--- src/rtl/asft_defs.svh ---
// Purpose: register offsets, field positions and reset values of the serial port
// Assumes: 4-bit register index, 8-bit register data
// Notes:   one aligned byte register per index
`ifndef ASFT_DEFS_SVH
`define ASFT_DEFS_SVH

`define ASFT_AW               4
`define ASFT_DW               8

`define ASFT_ADDR_MODE        4'h0
`define ASFT_ADDR_RX_ERR      4'h1
`define ASFT_ADDR_TX_STAT     4'h2
`define ASFT_ADDR_CLK_SEL     4'h3
`define ASFT_ADDR_DIVISOR     4'h4
`define ASFT_ADDR_CONTROL     4'h5
`define ASFT_ADDR_IN_SWITCH   4'h6
`define ASFT_ADDR_TX_BUF      4'h7
`define ASFT_ADDR_RX_BUF      4'h8

`define ASFT_MODE_RESET       8'h01
`define ASFT_CTRL_RESET       8'h02
`define ASFT_ZERO_BYTE        8'h00
`define ASFT_DIV_RESET        8'hff

`define ASFT_MODE_POWER       7
`define ASFT_MODE_TXE         6
`define ASFT_MODE_RXE         5
`define ASFT_MODE_PAR_HI      4
`define ASFT_MODE_PAR_LO      3
`define ASFT_MODE_CHAR8       2
`define ASFT_MODE_STOP2       1
`define ASFT_CTRL_LSB_FIRST   1
`define ASFT_CTRL_INVERT      0
`define ASFT_SW_SEL_HI        5
`define ASFT_SW_SEL_LO        4
`define ASFT_SEL_ALTERNATE    2'h0
`define ASFT_SEL_PRIMARY      2'h1
`define ASFT_ERR_PARITY       2
`define ASFT_ERR_FRAMING      1
`define ASFT_ERR_OVERRUN      0
`define ASFT_STAT_BUF_FULL    1
`define ASFT_STAT_SHIFTING    0
`define ASFT_CKSEL_W          4

`define ASFT_CNT_ONE          8'h01
`define ASFT_CHAR8_LAST       3'h7
`define ASFT_CHAR7_LAST       3'h6
`define ASFT_BIT_ONE          3'h1

`endif

--- src/rtl/asft_pkg.sv ---
// Purpose: types and shared helper functions of the serial port
// Assumes: character data is at most 8 bits
// Notes:   bit ordering helper is its own inverse, so tx and rx share it
package asft_pkg;

  typedef enum logic [2:0] {
    ASFT_TX_IDLE   = 3'h0,
    ASFT_TX_START  = 3'h1,
    ASFT_TX_DATA   = 3'h3,
    ASFT_TX_PARITY = 3'h2,
    ASFT_TX_STOP   = 3'h6
  } asft_tx_state_t;

  typedef enum logic [2:0] {
    ASFT_RX_IDLE   = 3'h0,
    ASFT_RX_START  = 3'h1,
    ASFT_RX_DATA   = 3'h3,
    ASFT_RX_PARITY = 3'h2,
    ASFT_RX_STOP   = 3'h6
  } asft_rx_state_t;

  typedef enum logic [1:0] {
    ASFT_PAR_NONE = 2'h0,
    ASFT_PAR_ZERO = 2'h1,
    ASFT_PAR_ODD  = 2'h2,
    ASFT_PAR_EVEN = 2'h3
  } asft_parity_t;

  // maps a character to line order (bit 0 goes first) and back again
  function automatic logic [7:0] asft_order(input logic [7:0] d, input logic char8,
                                            input logic lsb_first);
    logic [7:0] r;
    r = 8'h00;
    for (int i = 0; i < 8; i++) begin
      if (char8) r[i] = d[7 - i];
      else if (i < 7) r[i] = d[6 - i];
    end
    if (lsb_first) return char8 ? d : {1'b0, d[6:0]};
    return r;
  endfunction

  function automatic logic asft_ones_odd(input logic [7:0] d, input logic char8);
    return char8 ? ^d : ^d[6:0];
  endfunction

  function automatic logic [7:0] asft_div_eff(input logic [7:0] div);
    return (div == 8'h00) ? 8'h01 : div;
  endfunction

endpackage

--- src/rtl/asft_rx.sv ---
// Purpose: receive half of the serial port, one frame at a time
// Assumes: rx_line is forced high by the parent while reception is off
// Notes:   only one stop bit is checked; a second one looks like idle
`timescale 1ns/1ns
`include "asft_defs.svh"
module asft_rx (
  input  wire logic       ref_clk,
  input  wire logic       rst,
  input  wire logic       clear,
  input  wire logic       rx_line,
  input  wire logic       pre_tick,
  input  wire logic [7:0] divisor,
  input  wire logic       char8,
  input  wire logic [1:0] parity_mode,
  input  wire logic       lsb_first,
  output logic            done,
  output logic [7:0]      data,
  output logic            parity_err,
  output logic            framing_err
);
  asft_pkg::asft_rx_state_t state_reg;
  logic [7:0] shift_reg;
  logic [7:0] cnt_reg;
  logic [2:0] bit_reg;
  logic       acc_reg;
  logic [7:0] lim;
  logic       sample;
  logic [7:0] line_bits;

  // the start bit is checked half a bit in, later bits in their middle
  assign lim = (state_reg == asft_pkg::ASFT_RX_START) ?
               asft_pkg::asft_div_eff({1'b0, divisor[7:1]}) : asft_pkg::asft_div_eff(divisor);
  assign sample = pre_tick && (cnt_reg == lim - `ASFT_CNT_ONE);
  assign line_bits = char8 ? shift_reg : {1'b0, shift_reg[7:1]};

  always_ff @(posedge ref_clk or posedge rst) begin
    if (rst) begin
      cnt_reg <= `ASFT_ZERO_BYTE;
    end else if (clear || state_reg == asft_pkg::ASFT_RX_IDLE || sample) begin
      cnt_reg <= `ASFT_ZERO_BYTE;
    end else if (pre_tick) begin
      cnt_reg <= cnt_reg + `ASFT_CNT_ONE;
    end
  end

  always_ff @(posedge ref_clk or posedge rst) begin
    if (rst) begin
      state_reg   <= asft_pkg::ASFT_RX_IDLE;
      shift_reg   <= `ASFT_ZERO_BYTE;
      bit_reg     <= 3'h0;
      acc_reg     <= 1'b0;
      done        <= 1'b0;
      data        <= `ASFT_ZERO_BYTE;
      parity_err  <= 1'b0;
      framing_err <= 1'b0;
    end else if (clear) begin
      state_reg <= asft_pkg::ASFT_RX_IDLE;
      done      <= 1'b0;
    end else begin
      done <= 1'b0;
      case (state_reg)
        asft_pkg::ASFT_RX_IDLE: begin
          if (!rx_line) begin
            state_reg <= asft_pkg::ASFT_RX_START;
          end
        end
        asft_pkg::ASFT_RX_START: begin
          if (sample) begin
            state_reg <= rx_line ? asft_pkg::ASFT_RX_IDLE : asft_pkg::ASFT_RX_DATA;
            bit_reg   <= 3'h0;
            acc_reg   <= 1'b0;
          end
        end
        asft_pkg::ASFT_RX_DATA: begin
          if (sample) begin
            shift_reg <= {rx_line, shift_reg[7:1]};
            acc_reg   <= acc_reg ^ rx_line;
            bit_reg   <= bit_reg + `ASFT_BIT_ONE;
            if (bit_reg == (char8 ? `ASFT_CHAR8_LAST : `ASFT_CHAR7_LAST)) begin
              state_reg <= (parity_mode == asft_pkg::ASFT_PAR_NONE) ?
                           asft_pkg::ASFT_RX_STOP : asft_pkg::ASFT_RX_PARITY;
            end
          end
        end
        asft_pkg::ASFT_RX_PARITY: begin
          if (sample) begin
            acc_reg   <= acc_reg ^ rx_line;
            state_reg <= asft_pkg::ASFT_RX_STOP;
          end
        end
        asft_pkg::ASFT_RX_STOP: begin
          if (sample) begin
            state_reg   <= asft_pkg::ASFT_RX_IDLE;
            done        <= 1'b1;
            data        <= asft_pkg::asft_order(line_bits, char8, lsb_first);
            framing_err <= !rx_line;
            case (parity_mode)
              asft_pkg::ASFT_PAR_EVEN: parity_err <= acc_reg;
              asft_pkg::ASFT_PAR_ODD:  parity_err <= !acc_reg;
              default:                 parity_err <= 1'b0;
            endcase
          end
        end
        default: state_reg <= asft_pkg::ASFT_RX_IDLE;
      endcase
    end
  end

endmodule

--- src/rtl/asft_top.sv ---
// Purpose: asynchronous serial port, uart mode, with register port and pin pair choice
// Assumes: pins and register port are synchronous to ref_clk
// Notes:   one frame per buffer write; no interrupt logic beyond the completion pulse
//
// Functional notes
// - Port owns each pin only when enabled.
// - Switch field picks primary or alternate pin pair.
// - Frame: start, 7/8 data, parity, 1/2 stops.
// - Bit order control picks lsb or msb first.
// - Level control inverts the whole transmit frame.
// - Even parity transmit makes ones count even.
// - Even parity receive flags odd ones count.
// - Odd parity transmit makes ones count odd.
// - Odd parity receive flags even ones count.
// - Zero parity sends 0, never checks.
// - No parity: no parity slot, no error.
// - Buffer write with power and transmit starts frame.
// - Buffer copied to shifter, one bit per baud.
// - Completion pulse right after last stop bit.
// - Idle after frame until next buffer write.
// - Power off resets port, line high, input high.
// - Enable bit clear resets its own half.
`timescale 1ns/1ns
`include "asft_defs.svh"
module asft_top (
  input  wire logic                 ref_clk,
  input  wire logic                 rst,
  input  wire logic [`ASFT_AW-1:0]  reg_addr,
  input  wire logic [`ASFT_DW-1:0]  reg_wdata,
  input  wire logic                 reg_wr,
  input  wire logic                 reg_rd,
  output logic      [`ASFT_DW-1:0]  reg_rdata,
  input  wire logic                 prim_rx_pin,
  input  wire logic                 alt_rx_pin,
  input  wire logic                 prim_port_out,
  input  wire logic                 alt_port_out,
  output logic                      prim_tx_pin,
  output logic                      alt_tx_pin,
  output logic                      prim_tx_owned,
  output logic                      prim_rx_owned,
  output logic                      alt_tx_owned,
  output logic                      alt_rx_owned,
  output logic                      tx_complete_irq
);
  logic [7:0] serial_mode_reg;
  logic [7:0] rx_error_status_reg;
  logic [7:0] baud_clock_select_reg;
  logic [7:0] baud_divisor_reg;
  logic [7:0] serial_control_reg;
  logic [7:0] input_switch_reg;
  logic [7:0] transmit_buffer;
  logic [7:0] rx_buffer_reg;
  logic       rx_buf_full_reg;
  logic       buf_full_reg;
  logic [7:0] rdata_next;

  logic                     power_enable_bit;
  logic                     transmit_enable_bit;
  logic                     receive_enable_bit;
  logic                     char_length_bit;
  logic                     stop_length_bit;
  logic                     bit_order_bit;
  logic                     tx_level_invert_bit;
  logic [1:0]               pin_source;
  asft_pkg::asft_parity_t   parity_mode;
  logic                     sel_primary;
  logic                     sel_alternate;
  logic                     tx_run;
  logic                     rx_run;

  logic [15:0] pre_cnt_reg;
  logic [15:0] pre_lim;
  logic        pre_tick;

  asft_pkg::asft_tx_state_t tx_state_reg;
  logic [7:0]  transmit_shifter;
  logic [7:0]  baud_cnt_reg;
  logic [2:0]  tx_bit_reg;
  logic        tx_stop2_reg;
  logic        tx_par_reg;
  logic        tx_line_reg;
  logic        serial_out_pin;
  logic        bit_tick;
  logic        frame_active;
  logic        load_frame;
  logic        wr_tx_buf;

  logic        rx_line;
  logic        rx_done;
  logic [7:0]  rx_data;
  logic        rx_perr;
  logic        rx_ferr;
  logic        rd_err;
  logic        rd_rxbuf;

  assign power_enable_bit    = serial_mode_reg[`ASFT_MODE_POWER];
  assign transmit_enable_bit = serial_mode_reg[`ASFT_MODE_TXE];
  assign receive_enable_bit  = serial_mode_reg[`ASFT_MODE_RXE];
  assign char_length_bit     = serial_mode_reg[`ASFT_MODE_CHAR8];
  assign stop_length_bit     = serial_mode_reg[`ASFT_MODE_STOP2];
  assign parity_mode         = asft_pkg::asft_parity_t'(
                                 {serial_mode_reg[`ASFT_MODE_PAR_HI],
                                  serial_mode_reg[`ASFT_MODE_PAR_LO]});
  assign bit_order_bit       = serial_control_reg[`ASFT_CTRL_LSB_FIRST];
  assign tx_level_invert_bit = serial_control_reg[`ASFT_CTRL_INVERT];
  assign pin_source          = {input_switch_reg[`ASFT_SW_SEL_HI],
                                input_switch_reg[`ASFT_SW_SEL_LO]};
  assign sel_primary         = (pin_source == `ASFT_SEL_PRIMARY);
  assign sel_alternate       = (pin_source == `ASFT_SEL_ALTERNATE);
  assign tx_run              = power_enable_bit && transmit_enable_bit;
  assign rx_run              = power_enable_bit && receive_enable_bit;

  // register port

  assign wr_tx_buf = reg_wr && (reg_addr == `ASFT_ADDR_TX_BUF);
  assign rd_err    = reg_rd && (reg_addr == `ASFT_ADDR_RX_ERR);
  assign rd_rxbuf  = reg_rd && (reg_addr == `ASFT_ADDR_RX_BUF);

  always_ff @(posedge ref_clk or posedge rst) begin
    if (rst) begin
      serial_mode_reg       <= `ASFT_MODE_RESET;
      baud_clock_select_reg <= `ASFT_ZERO_BYTE;
      baud_divisor_reg      <= `ASFT_DIV_RESET;
      serial_control_reg    <= `ASFT_CTRL_RESET;
      input_switch_reg      <= `ASFT_ZERO_BYTE;
    end else if (reg_wr) begin
      if (reg_addr == `ASFT_ADDR_MODE) begin
        serial_mode_reg <= reg_wdata;
      end else if (reg_addr == `ASFT_ADDR_CLK_SEL) begin
        baud_clock_select_reg <= {4'h0, reg_wdata[`ASFT_CKSEL_W-1:0]};
      end else if (reg_addr == `ASFT_ADDR_DIVISOR) begin
        baud_divisor_reg <= reg_wdata;
      end else if (reg_addr == `ASFT_ADDR_CONTROL) begin
        serial_control_reg <= {6'h00, reg_wdata[1:0]};
      end else if (reg_addr == `ASFT_ADDR_IN_SWITCH) begin
        input_switch_reg <= {2'h0, reg_wdata[5:0]};
      end
    end
  end

  // buffer writes are dropped unless the transmitter is running
  always_ff @(posedge ref_clk or posedge rst) begin
    if (rst) begin
      transmit_buffer <= `ASFT_ZERO_BYTE;
    end else if (wr_tx_buf && tx_run) begin
      transmit_buffer <= reg_wdata;
    end
  end

  always_ff @(posedge ref_clk or posedge rst) begin
    if (rst) begin
      buf_full_reg <= 1'b0;
    end else if (!tx_run) begin
      buf_full_reg <= 1'b0;
    end else if (wr_tx_buf) begin
      buf_full_reg <= 1'b1;
    end else if (load_frame) begin
      buf_full_reg <= 1'b0;
    end
  end

  always_comb begin
    rdata_next = `ASFT_ZERO_BYTE;
    if (reg_addr == `ASFT_ADDR_MODE) begin
      rdata_next = serial_mode_reg;
    end else if (reg_addr == `ASFT_ADDR_RX_ERR) begin
      rdata_next = rx_error_status_reg;
    end else if (reg_addr == `ASFT_ADDR_TX_STAT) begin
      rdata_next = {6'h00, buf_full_reg, frame_active};
    end else if (reg_addr == `ASFT_ADDR_CLK_SEL) begin
      rdata_next = baud_clock_select_reg;
    end else if (reg_addr == `ASFT_ADDR_DIVISOR) begin
      rdata_next = baud_divisor_reg;
    end else if (reg_addr == `ASFT_ADDR_CONTROL) begin
      rdata_next = serial_control_reg;
    end else if (reg_addr == `ASFT_ADDR_IN_SWITCH) begin
      rdata_next = input_switch_reg;
    end else if (reg_addr == `ASFT_ADDR_TX_BUF) begin
      rdata_next = transmit_buffer;
    end else if (reg_addr == `ASFT_ADDR_RX_BUF) begin
      rdata_next = rx_buffer_reg;
    end
  end

  always_ff @(posedge ref_clk or posedge rst) begin
    if (rst) begin
      reg_rdata <= `ASFT_ZERO_BYTE;
    end else if (reg_rd) begin
      reg_rdata <= rdata_next;
    end else begin
      reg_rdata <= `ASFT_ZERO_BYTE;
    end
  end

  // baud timing: prescaler of 2^select clocks, bit period of divisor prescaled ticks

  assign pre_lim  = 16'h0001 << baud_clock_select_reg[`ASFT_CKSEL_W-1:0];
  assign pre_tick = power_enable_bit && (pre_cnt_reg == pre_lim - 16'h0001);

  always_ff @(posedge ref_clk or posedge rst) begin
    if (rst) begin
      pre_cnt_reg <= 16'h0000;
    end else if (!power_enable_bit || pre_tick) begin
      pre_cnt_reg <= 16'h0000;
    end else begin
      pre_cnt_reg <= pre_cnt_reg + 16'h0001;
    end
  end

  assign frame_active = (tx_state_reg != asft_pkg::ASFT_TX_IDLE);
  assign load_frame   = tx_run && !frame_active && buf_full_reg;
  assign bit_tick     = pre_tick &&
                        (baud_cnt_reg == asft_pkg::asft_div_eff(baud_divisor_reg) - `ASFT_CNT_ONE);

  always_ff @(posedge ref_clk or posedge rst) begin
    if (rst) begin
      baud_cnt_reg <= `ASFT_ZERO_BYTE;
    end else if (!frame_active || bit_tick) begin
      baud_cnt_reg <= `ASFT_ZERO_BYTE;
    end else if (pre_tick) begin
      baud_cnt_reg <= baud_cnt_reg + `ASFT_CNT_ONE;
    end
  end

  // transmit sequencer

  always_ff @(posedge ref_clk or posedge rst) begin
    if (rst) begin
      tx_state_reg     <= asft_pkg::ASFT_TX_IDLE;
      transmit_shifter <= `ASFT_ZERO_BYTE;
      tx_bit_reg       <= 3'h0;
      tx_stop2_reg     <= 1'b0;
      tx_par_reg       <= 1'b0;
      tx_line_reg      <= 1'b1;
      tx_complete_irq  <= 1'b0;
    end else if (!tx_run) begin
      tx_state_reg    <= asft_pkg::ASFT_TX_IDLE;
      tx_line_reg     <= 1'b1;
      tx_complete_irq <= 1'b0;
    end else begin
      tx_complete_irq <= 1'b0;
      case (tx_state_reg)
        asft_pkg::ASFT_TX_IDLE: begin
          tx_line_reg <= 1'b1;
          if (load_frame) begin
            transmit_shifter <= asft_pkg::asft_order(transmit_buffer, char_length_bit,
                                                     bit_order_bit);
            case (parity_mode)
              asft_pkg::ASFT_PAR_EVEN:
                tx_par_reg <= asft_pkg::asft_ones_odd(transmit_buffer, char_length_bit);
              asft_pkg::ASFT_PAR_ODD:
                tx_par_reg <= !asft_pkg::asft_ones_odd(transmit_buffer, char_length_bit);
              default:
                tx_par_reg <= 1'b0;
            endcase
            tx_bit_reg   <= 3'h0;
            tx_stop2_reg <= stop_length_bit;
            tx_line_reg  <= 1'b0;
            tx_state_reg <= asft_pkg::ASFT_TX_START;
          end
        end
        asft_pkg::ASFT_TX_START: begin
          if (bit_tick) begin
            tx_line_reg  <= transmit_shifter[0];
            tx_state_reg <= asft_pkg::ASFT_TX_DATA;
          end
        end
        asft_pkg::ASFT_TX_DATA: begin
          if (bit_tick) begin
            transmit_shifter <= {1'b0, transmit_shifter[7:1]};
            tx_bit_reg       <= tx_bit_reg + `ASFT_BIT_ONE;
            if (tx_bit_reg == (char_length_bit ? `ASFT_CHAR8_LAST : `ASFT_CHAR7_LAST)) begin
              if (parity_mode == asft_pkg::ASFT_PAR_NONE) begin
                tx_line_reg  <= 1'b1;
                tx_state_reg <= asft_pkg::ASFT_TX_STOP;
              end else begin
                tx_line_reg  <= tx_par_reg;
                tx_state_reg <= asft_pkg::ASFT_TX_PARITY;
              end
            end else begin
              tx_line_reg <= transmit_shifter[1];
            end
          end
        end
        asft_pkg::ASFT_TX_PARITY: begin
          if (bit_tick) begin
            tx_line_reg  <= 1'b1;
            tx_state_reg <= asft_pkg::ASFT_TX_STOP;
          end
        end
        asft_pkg::ASFT_TX_STOP: begin
          if (bit_tick) begin
            if (tx_stop2_reg) begin
              tx_stop2_reg <= 1'b0;
            end else begin
              tx_state_reg    <= asft_pkg::ASFT_TX_IDLE;
              tx_complete_irq <= 1'b1;
            end
          end
        end
        default: tx_state_reg <= asft_pkg::ASFT_TX_IDLE;
      endcase
    end
  end

  // the pin register adds one clock to every edge; inversion covers the whole frame
  always_ff @(posedge ref_clk or posedge rst) begin
    if (rst) begin
      serial_out_pin <= 1'b1;
    end else if (!power_enable_bit) begin
      serial_out_pin <= 1'b1;
    end else begin
      serial_out_pin <= tx_line_reg ^ tx_level_invert_bit;
    end
  end

  // pin ownership; the pair not selected keeps its ordinary function
  assign prim_tx_owned = tx_run && sel_primary;
  assign alt_tx_owned  = tx_run && sel_alternate;
  assign prim_rx_owned = rx_run && sel_primary;
  assign alt_rx_owned  = rx_run && sel_alternate;
  assign prim_tx_pin   = prim_tx_owned ? serial_out_pin : prim_port_out;
  assign alt_tx_pin    = alt_tx_owned ? serial_out_pin : alt_port_out;
  assign rx_line       = prim_rx_owned ? prim_rx_pin :
                         alt_rx_owned  ? alt_rx_pin  : 1'b1;

  asft_rx u_rx (
    .ref_clk     (ref_clk),
    .rst         (rst),
    .clear       (!rx_run),
    .rx_line     (rx_line),
    .pre_tick    (pre_tick),
    .divisor     (baud_divisor_reg),
    .char8       (char_length_bit),
    .parity_mode (parity_mode),
    .lsb_first   (bit_order_bit),
    .done        (rx_done),
    .data        (rx_data),
    .parity_err  (rx_perr),
    .framing_err (rx_ferr)
  );

  // receive buffer is not overwritten while unread data stands in it
  always_ff @(posedge ref_clk or posedge rst) begin
    if (rst) begin
      rx_buffer_reg   <= `ASFT_ZERO_BYTE;
      rx_buf_full_reg <= 1'b0;
    end else if (!power_enable_bit) begin
      rx_buffer_reg   <= `ASFT_ZERO_BYTE;
      rx_buf_full_reg <= 1'b0;
    end else if (rx_done) begin
      if (!rx_buf_full_reg || rd_rxbuf) begin
        rx_buffer_reg <= rx_data;
      end
      rx_buf_full_reg <= 1'b1;
    end else if (rd_rxbuf) begin
      rx_buf_full_reg <= 1'b0;
    end
  end

  // sticky error flags; a new error in the clearing read cycle wins
  always_ff @(posedge ref_clk or posedge rst) begin
    if (rst) begin
      rx_error_status_reg <= `ASFT_ZERO_BYTE;
    end else if (!power_enable_bit) begin
      rx_error_status_reg <= `ASFT_ZERO_BYTE;
    end else if (rx_done) begin
      rx_error_status_reg[`ASFT_ERR_PARITY]  <= rx_perr ||
        (!rd_err && rx_error_status_reg[`ASFT_ERR_PARITY]);
      rx_error_status_reg[`ASFT_ERR_FRAMING] <= rx_ferr ||
        (!rd_err && rx_error_status_reg[`ASFT_ERR_FRAMING]);
      rx_error_status_reg[`ASFT_ERR_OVERRUN] <= (rx_buf_full_reg && !rd_rxbuf) ||
        (!rd_err && rx_error_status_reg[`ASFT_ERR_OVERRUN]);
    end else if (rd_err) begin
      rx_error_status_reg <= `ASFT_ZERO_BYTE;
    end
  end

endmodule
--- config.mk ---
export PLATFORM = sky130hd
export DESIGN_NAME = asft_top
export DESIGN_NICKNAME = d
export VERILOG_FILES = /design/src/rtl/asft_pkg.sv /design/src/rtl/asft_rx.sv /design/src/rtl/asft_top.sv
export VERILOG_INCLUDE_DIRS = /design/src /design/src/rtl
export SDC_FILE = /design/constraint.sdc
export NUM_CORES = 1
export LEC_CHECK = 0
export BUFFER_PORTS_ARGS = -buffer_cell sky130_fd_sc_hd__clkbuf_2
export CAP_MARGIN = 10
export CORE_ASPECT_RATIO = 0.75
export CORE_UTILIZATION = 45
export CTS_CLUSTER_SIZE = 10
export DETAILED_ROUTE_END_ITERATION = 10
export PLACE_DENSITY_LB_ADDON = 0.05
export SLEW_MARGIN = 20
export SYNTH_ARGS = -nofsm -noshare
export SYNTH_HDL_FRONTEND = slang
export SYNTH_SLANG_ARGS = --single-unit
--- constraint.sdc ---
create_clock -name ref_clk -period 7.21 [get_ports ref_clk]
set_clock_uncertainty 0.15 [all_clocks]
set_input_delay 0.721 -clock ref_clk [delete_from_list [all_inputs] [get_ports ref_clk]]
set_output_delay 0.721 -clock ref_clk [all_outputs]
set_load 0.01 [all_outputs]
==> metrics <==
area growth from synthesis to layout=10.6%; number of nets in the layout=871; via count=6338; TritonCTS Buffers=17; number of endpoints failing setup at the final stage=0; critical path start-end classification=reg2reg; hold buffer count at cts=0; GRT Overall Usage=23.2%; Worst Tran Pin Value=1.10 ns; number of buffers on the longest clock path=2; portion of the post-synthesis area used by sequential elements=42.0%; Critical Path End Type=flip-flop; number of flops mapped to enable cells by yosys=0; fillers=1603; maximum number of pins on one net before global-route repair=71; area of the die=18400 µm²; number of maximum-capacitance violations=0; sum of routed wire segments on met1=10400 µm; Final Max Tran Viols=0; iteration-0 DRC count of the detailed router=474; Placer Congestion=0.894; count of antenna-violating nets left after detailed routing=0; RSZ-0062 raised after global routing=no; Placement Rows=41; most frequent standard cell in the layout excluding fill and tap cells=sky130_fd_sc_hd__dfrtp_1; Hold Path Class=in2async; DP Wirelength=14400 µm; clock insertion delay at the later pin of the skew report=0.43 ns; Gates resized, CTS repair=0; Initial Utilization=46.8%; height of the die=118 µm; vias in the first global route=6057; post-detailed-routing wire length=20500 µm; leading register cell type out of synthesis=sky130_fd_sc_hd__dfrtp_1; number of standard cells after synthesis=843; post-route DRC violation count=0; share of synthesized registers carrying an async set or reset=100%; max FFs per register=16; top routing layer in use=met4; Via density=5.80; Total Power Consumption=2.24 mW; maximum clock rate=200 MHz; count of distinct cell types in the synthesized netlist=72; initial antenna violation count=0; fraction of final layout cells with drive strength greater than 1=19.0%; synthesis warning total=0; Post-Route Setup TNS=0 ns; Cell Pwr Density=252 nW/µm²; final hold vios=0; data required time of the worst path=7.37 ns; Reg clk slew, reported paths=0.06 ns; outcome=complete, no violations; Synth Register Bits=134; count of boundary I/O pins=35; register area=3370 µm²; GRT Residual Overflow=0; maximum level of the CTS H-tree=4; detailed-routed wire length on met2=8960 µm; worst vdd rail ir drop=146 µV; wire length of the first global-routing pass=33000 µm; area of the mapped netlist=8020 µm²; combined area of the multi-input logic cells=4330 µm²; Leak=3.74 nW; CP Launch Type=flip-flop; syn_nets=871; wire length per cell after detailed routing=18.8 µm; leading cell types in the layout, fill and taps excluded=sky130_fd_sc_hd__dfrtp_1 (122), sky130_fd_sc_hd__nor2_1 (94), sky130_fd_sc_hd__mux2_2 (62), sky130_fd_sc_hd__nand2_1 (56), sky130_fd_sc_hd__xnor2_1 (43); first-pass iteration count of the detailed router=5; Avg Inst Size Synth=9.51 µm²; CTS tree=built; Rel. slew slack=26.4%; number of clock sinks seen by CTS=134; wire length on met3=976 µm; Tcrit/Tclk final=69.2%; Die X=156 µm; CP Max Fanout=16; Data arrival, critical path=5.15 ns; CTS Root Cell=sky130_fd_sc_hd__clkbuf_16; area of the core region=17100 µm²; number of buffer cells added on primary ports=34; crit path time final=4.99 ns; setup fix buffers added after clock tree synthesis=0
Yosys cell counts (9+ instances only):
master	instances	share of area [%]
sky130_fd_sc_hd__a21oi_1	23	1.4
sky130_fd_sc_hd__a22o_1	15	1.6
sky130_fd_sc_hd__a22oi_1	9	0.84
sky130_fd_sc_hd__a31oi_1	10	0.78
sky130_fd_sc_hd__buf_2	10	0.62
sky130_fd_sc_hd__clkbuf_1	40	1.9
sky130_fd_sc_hd__dfrtp_1	122	38
sky130_fd_sc_hd__dfstp_2	12	3.9
sky130_fd_sc_hd__inv_1	24	1.1
sky130_fd_sc_hd__mux2_2	62	8.7
sky130_fd_sc_hd__mux2i_1	27	3.4
sky130_fd_sc_hd__nand2_1	56	2.6
sky130_fd_sc_hd__nand2b_1	10	0.78
sky130_fd_sc_hd__nand3_1	26	1.6
sky130_fd_sc_hd__nand4_1	21	1.6
sky130_fd_sc_hd__nor2_1	94	4.4
sky130_fd_sc_hd__nor2b_1	12	0.94
sky130_fd_sc_hd__nor3_1	20	1.2
sky130_fd_sc_hd__o21ai_0	38	2.4
sky130_fd_sc_hd__o31ai_1	12	1.1
sky130_fd_sc_hd__xnor2_1	43	4.7
sky130_fd_sc_hd__xor2_1	20	2.2
per-layer routing:
metal | global-route usage [%] | vias up
met4 | 5.64 | 0
met1 | 34.0 | 3153
met2 | 33.8 | 130
met5 | 0 | -
li1 | - | 3037
met3 | 6.08 | 18
worst max-delay path, cell delays in order, from the launching register on:
cell and delay (ns):
sky130_fd_sc_hd__dfrtp_1 0.55, sky130_fd_sc_hd__nor3b_2 0.81, sky130_fd_sc_hd__nor2_1 0.14, sky130_fd_sc_hd__a211oi_1 0.42, sky130_fd_sc_hd__ha_1 0.28, sky130_fd_sc_hd__or4b_2 0.64, sky130_fd_sc_hd__a22oi_1 0.21, sky130_fd_sc_hd__o211ai_1 0.15
sky130_fd_sc_hd__xor2_1 0.19, sky130_fd_sc_hd__nand3_1 0.17, sky130_fd_sc_hd__nor2_1 0.24, sky130_fd_sc_hd__and3_1 0.52, sky130_fd_sc_hd__mux2_2 0.40
cell type report:
cell class / count / area share (%)
Inverter: 24 / 1.07
Clock inverter: 12 / 1.33
Sequential cell: 134 / 38.0
Timing Repair Buffer: 39 / 2.34
Multi-Input combinational cell: 627 / 48.8
Clock buffer: 20 / 5.15
Tap cell: 236 / 3.33
Antenna cell: 1 / 0.0282
final timing paths:
check | from | to | slack (ns) | depth (start not counted)
setup reg to reg | u_rx.state_reg[1] | u_rx.data[2] | 2.22 | 12
hold / removal | rst | baud_clock_select_reg[3] | 0.22 | 2
max in group asynchronous | rst | tx_bit_reg[2] | 5.36 | 3
min in group ref_clk | tx_stop2_reg | tx_complete_irq | 0.32 | 1
setup / recovery | u_rx.state_reg[1] | u_rx.data[2] | 2.22 | 12
hold reg to reg | tx_stop2_reg | tx_complete_irq | 0.32 | 1
kinds of logic (layout without fill, tap and decap cells):
| group | Yosys count | count (layout) | synth area share, % |
|---|---|---|---|
| buf+inv | 82 | 95 | 4.10 |
| simple gates | 301 | 301 | 19.0 |
| compound gates | 165 | 165 | 14.6 |
| flops | 134 | 134 | 42.0 |
| mux | 89 | 89 | 12.1 |
| xor+xnor | 63 | 63 | 6.88 |
| fa+ha+maj | 9 | 9 | 1.37 |
| other cells | 0 | 1 | 0 |
through the flow:
stage                     utilization, %  hold slack [ns]  cell area (µm²)  worst slack (ns)  instances
final                               51.8            0.220             8870              2.22       1093
after global routing                51.8            0.262             8870              1.85       1092
after CTS                           51.8            0.240             8870              2.25       1092
after detailed placement            48.4            0.308             8290              2.28       1060
after global placement              48.4            0.302             8290              2.43       1060
after floorplan                        -            0.273             8020              2.78        843
power by group:
part | switching [mW] | leakage [nW] | total (mW) | internal, mW
sequential | 0.144 | 1.79 | 0.957 | 0.813
combinational | 0.228 | 1.68 | 0.430 | 0.202
clock | 0.354 | 0.276 | 0.852 | 0.498
total | 0.725 | 3.74 | 2.24 | 1.51
No activity file was read; power rests on OpenSTA's default activity.
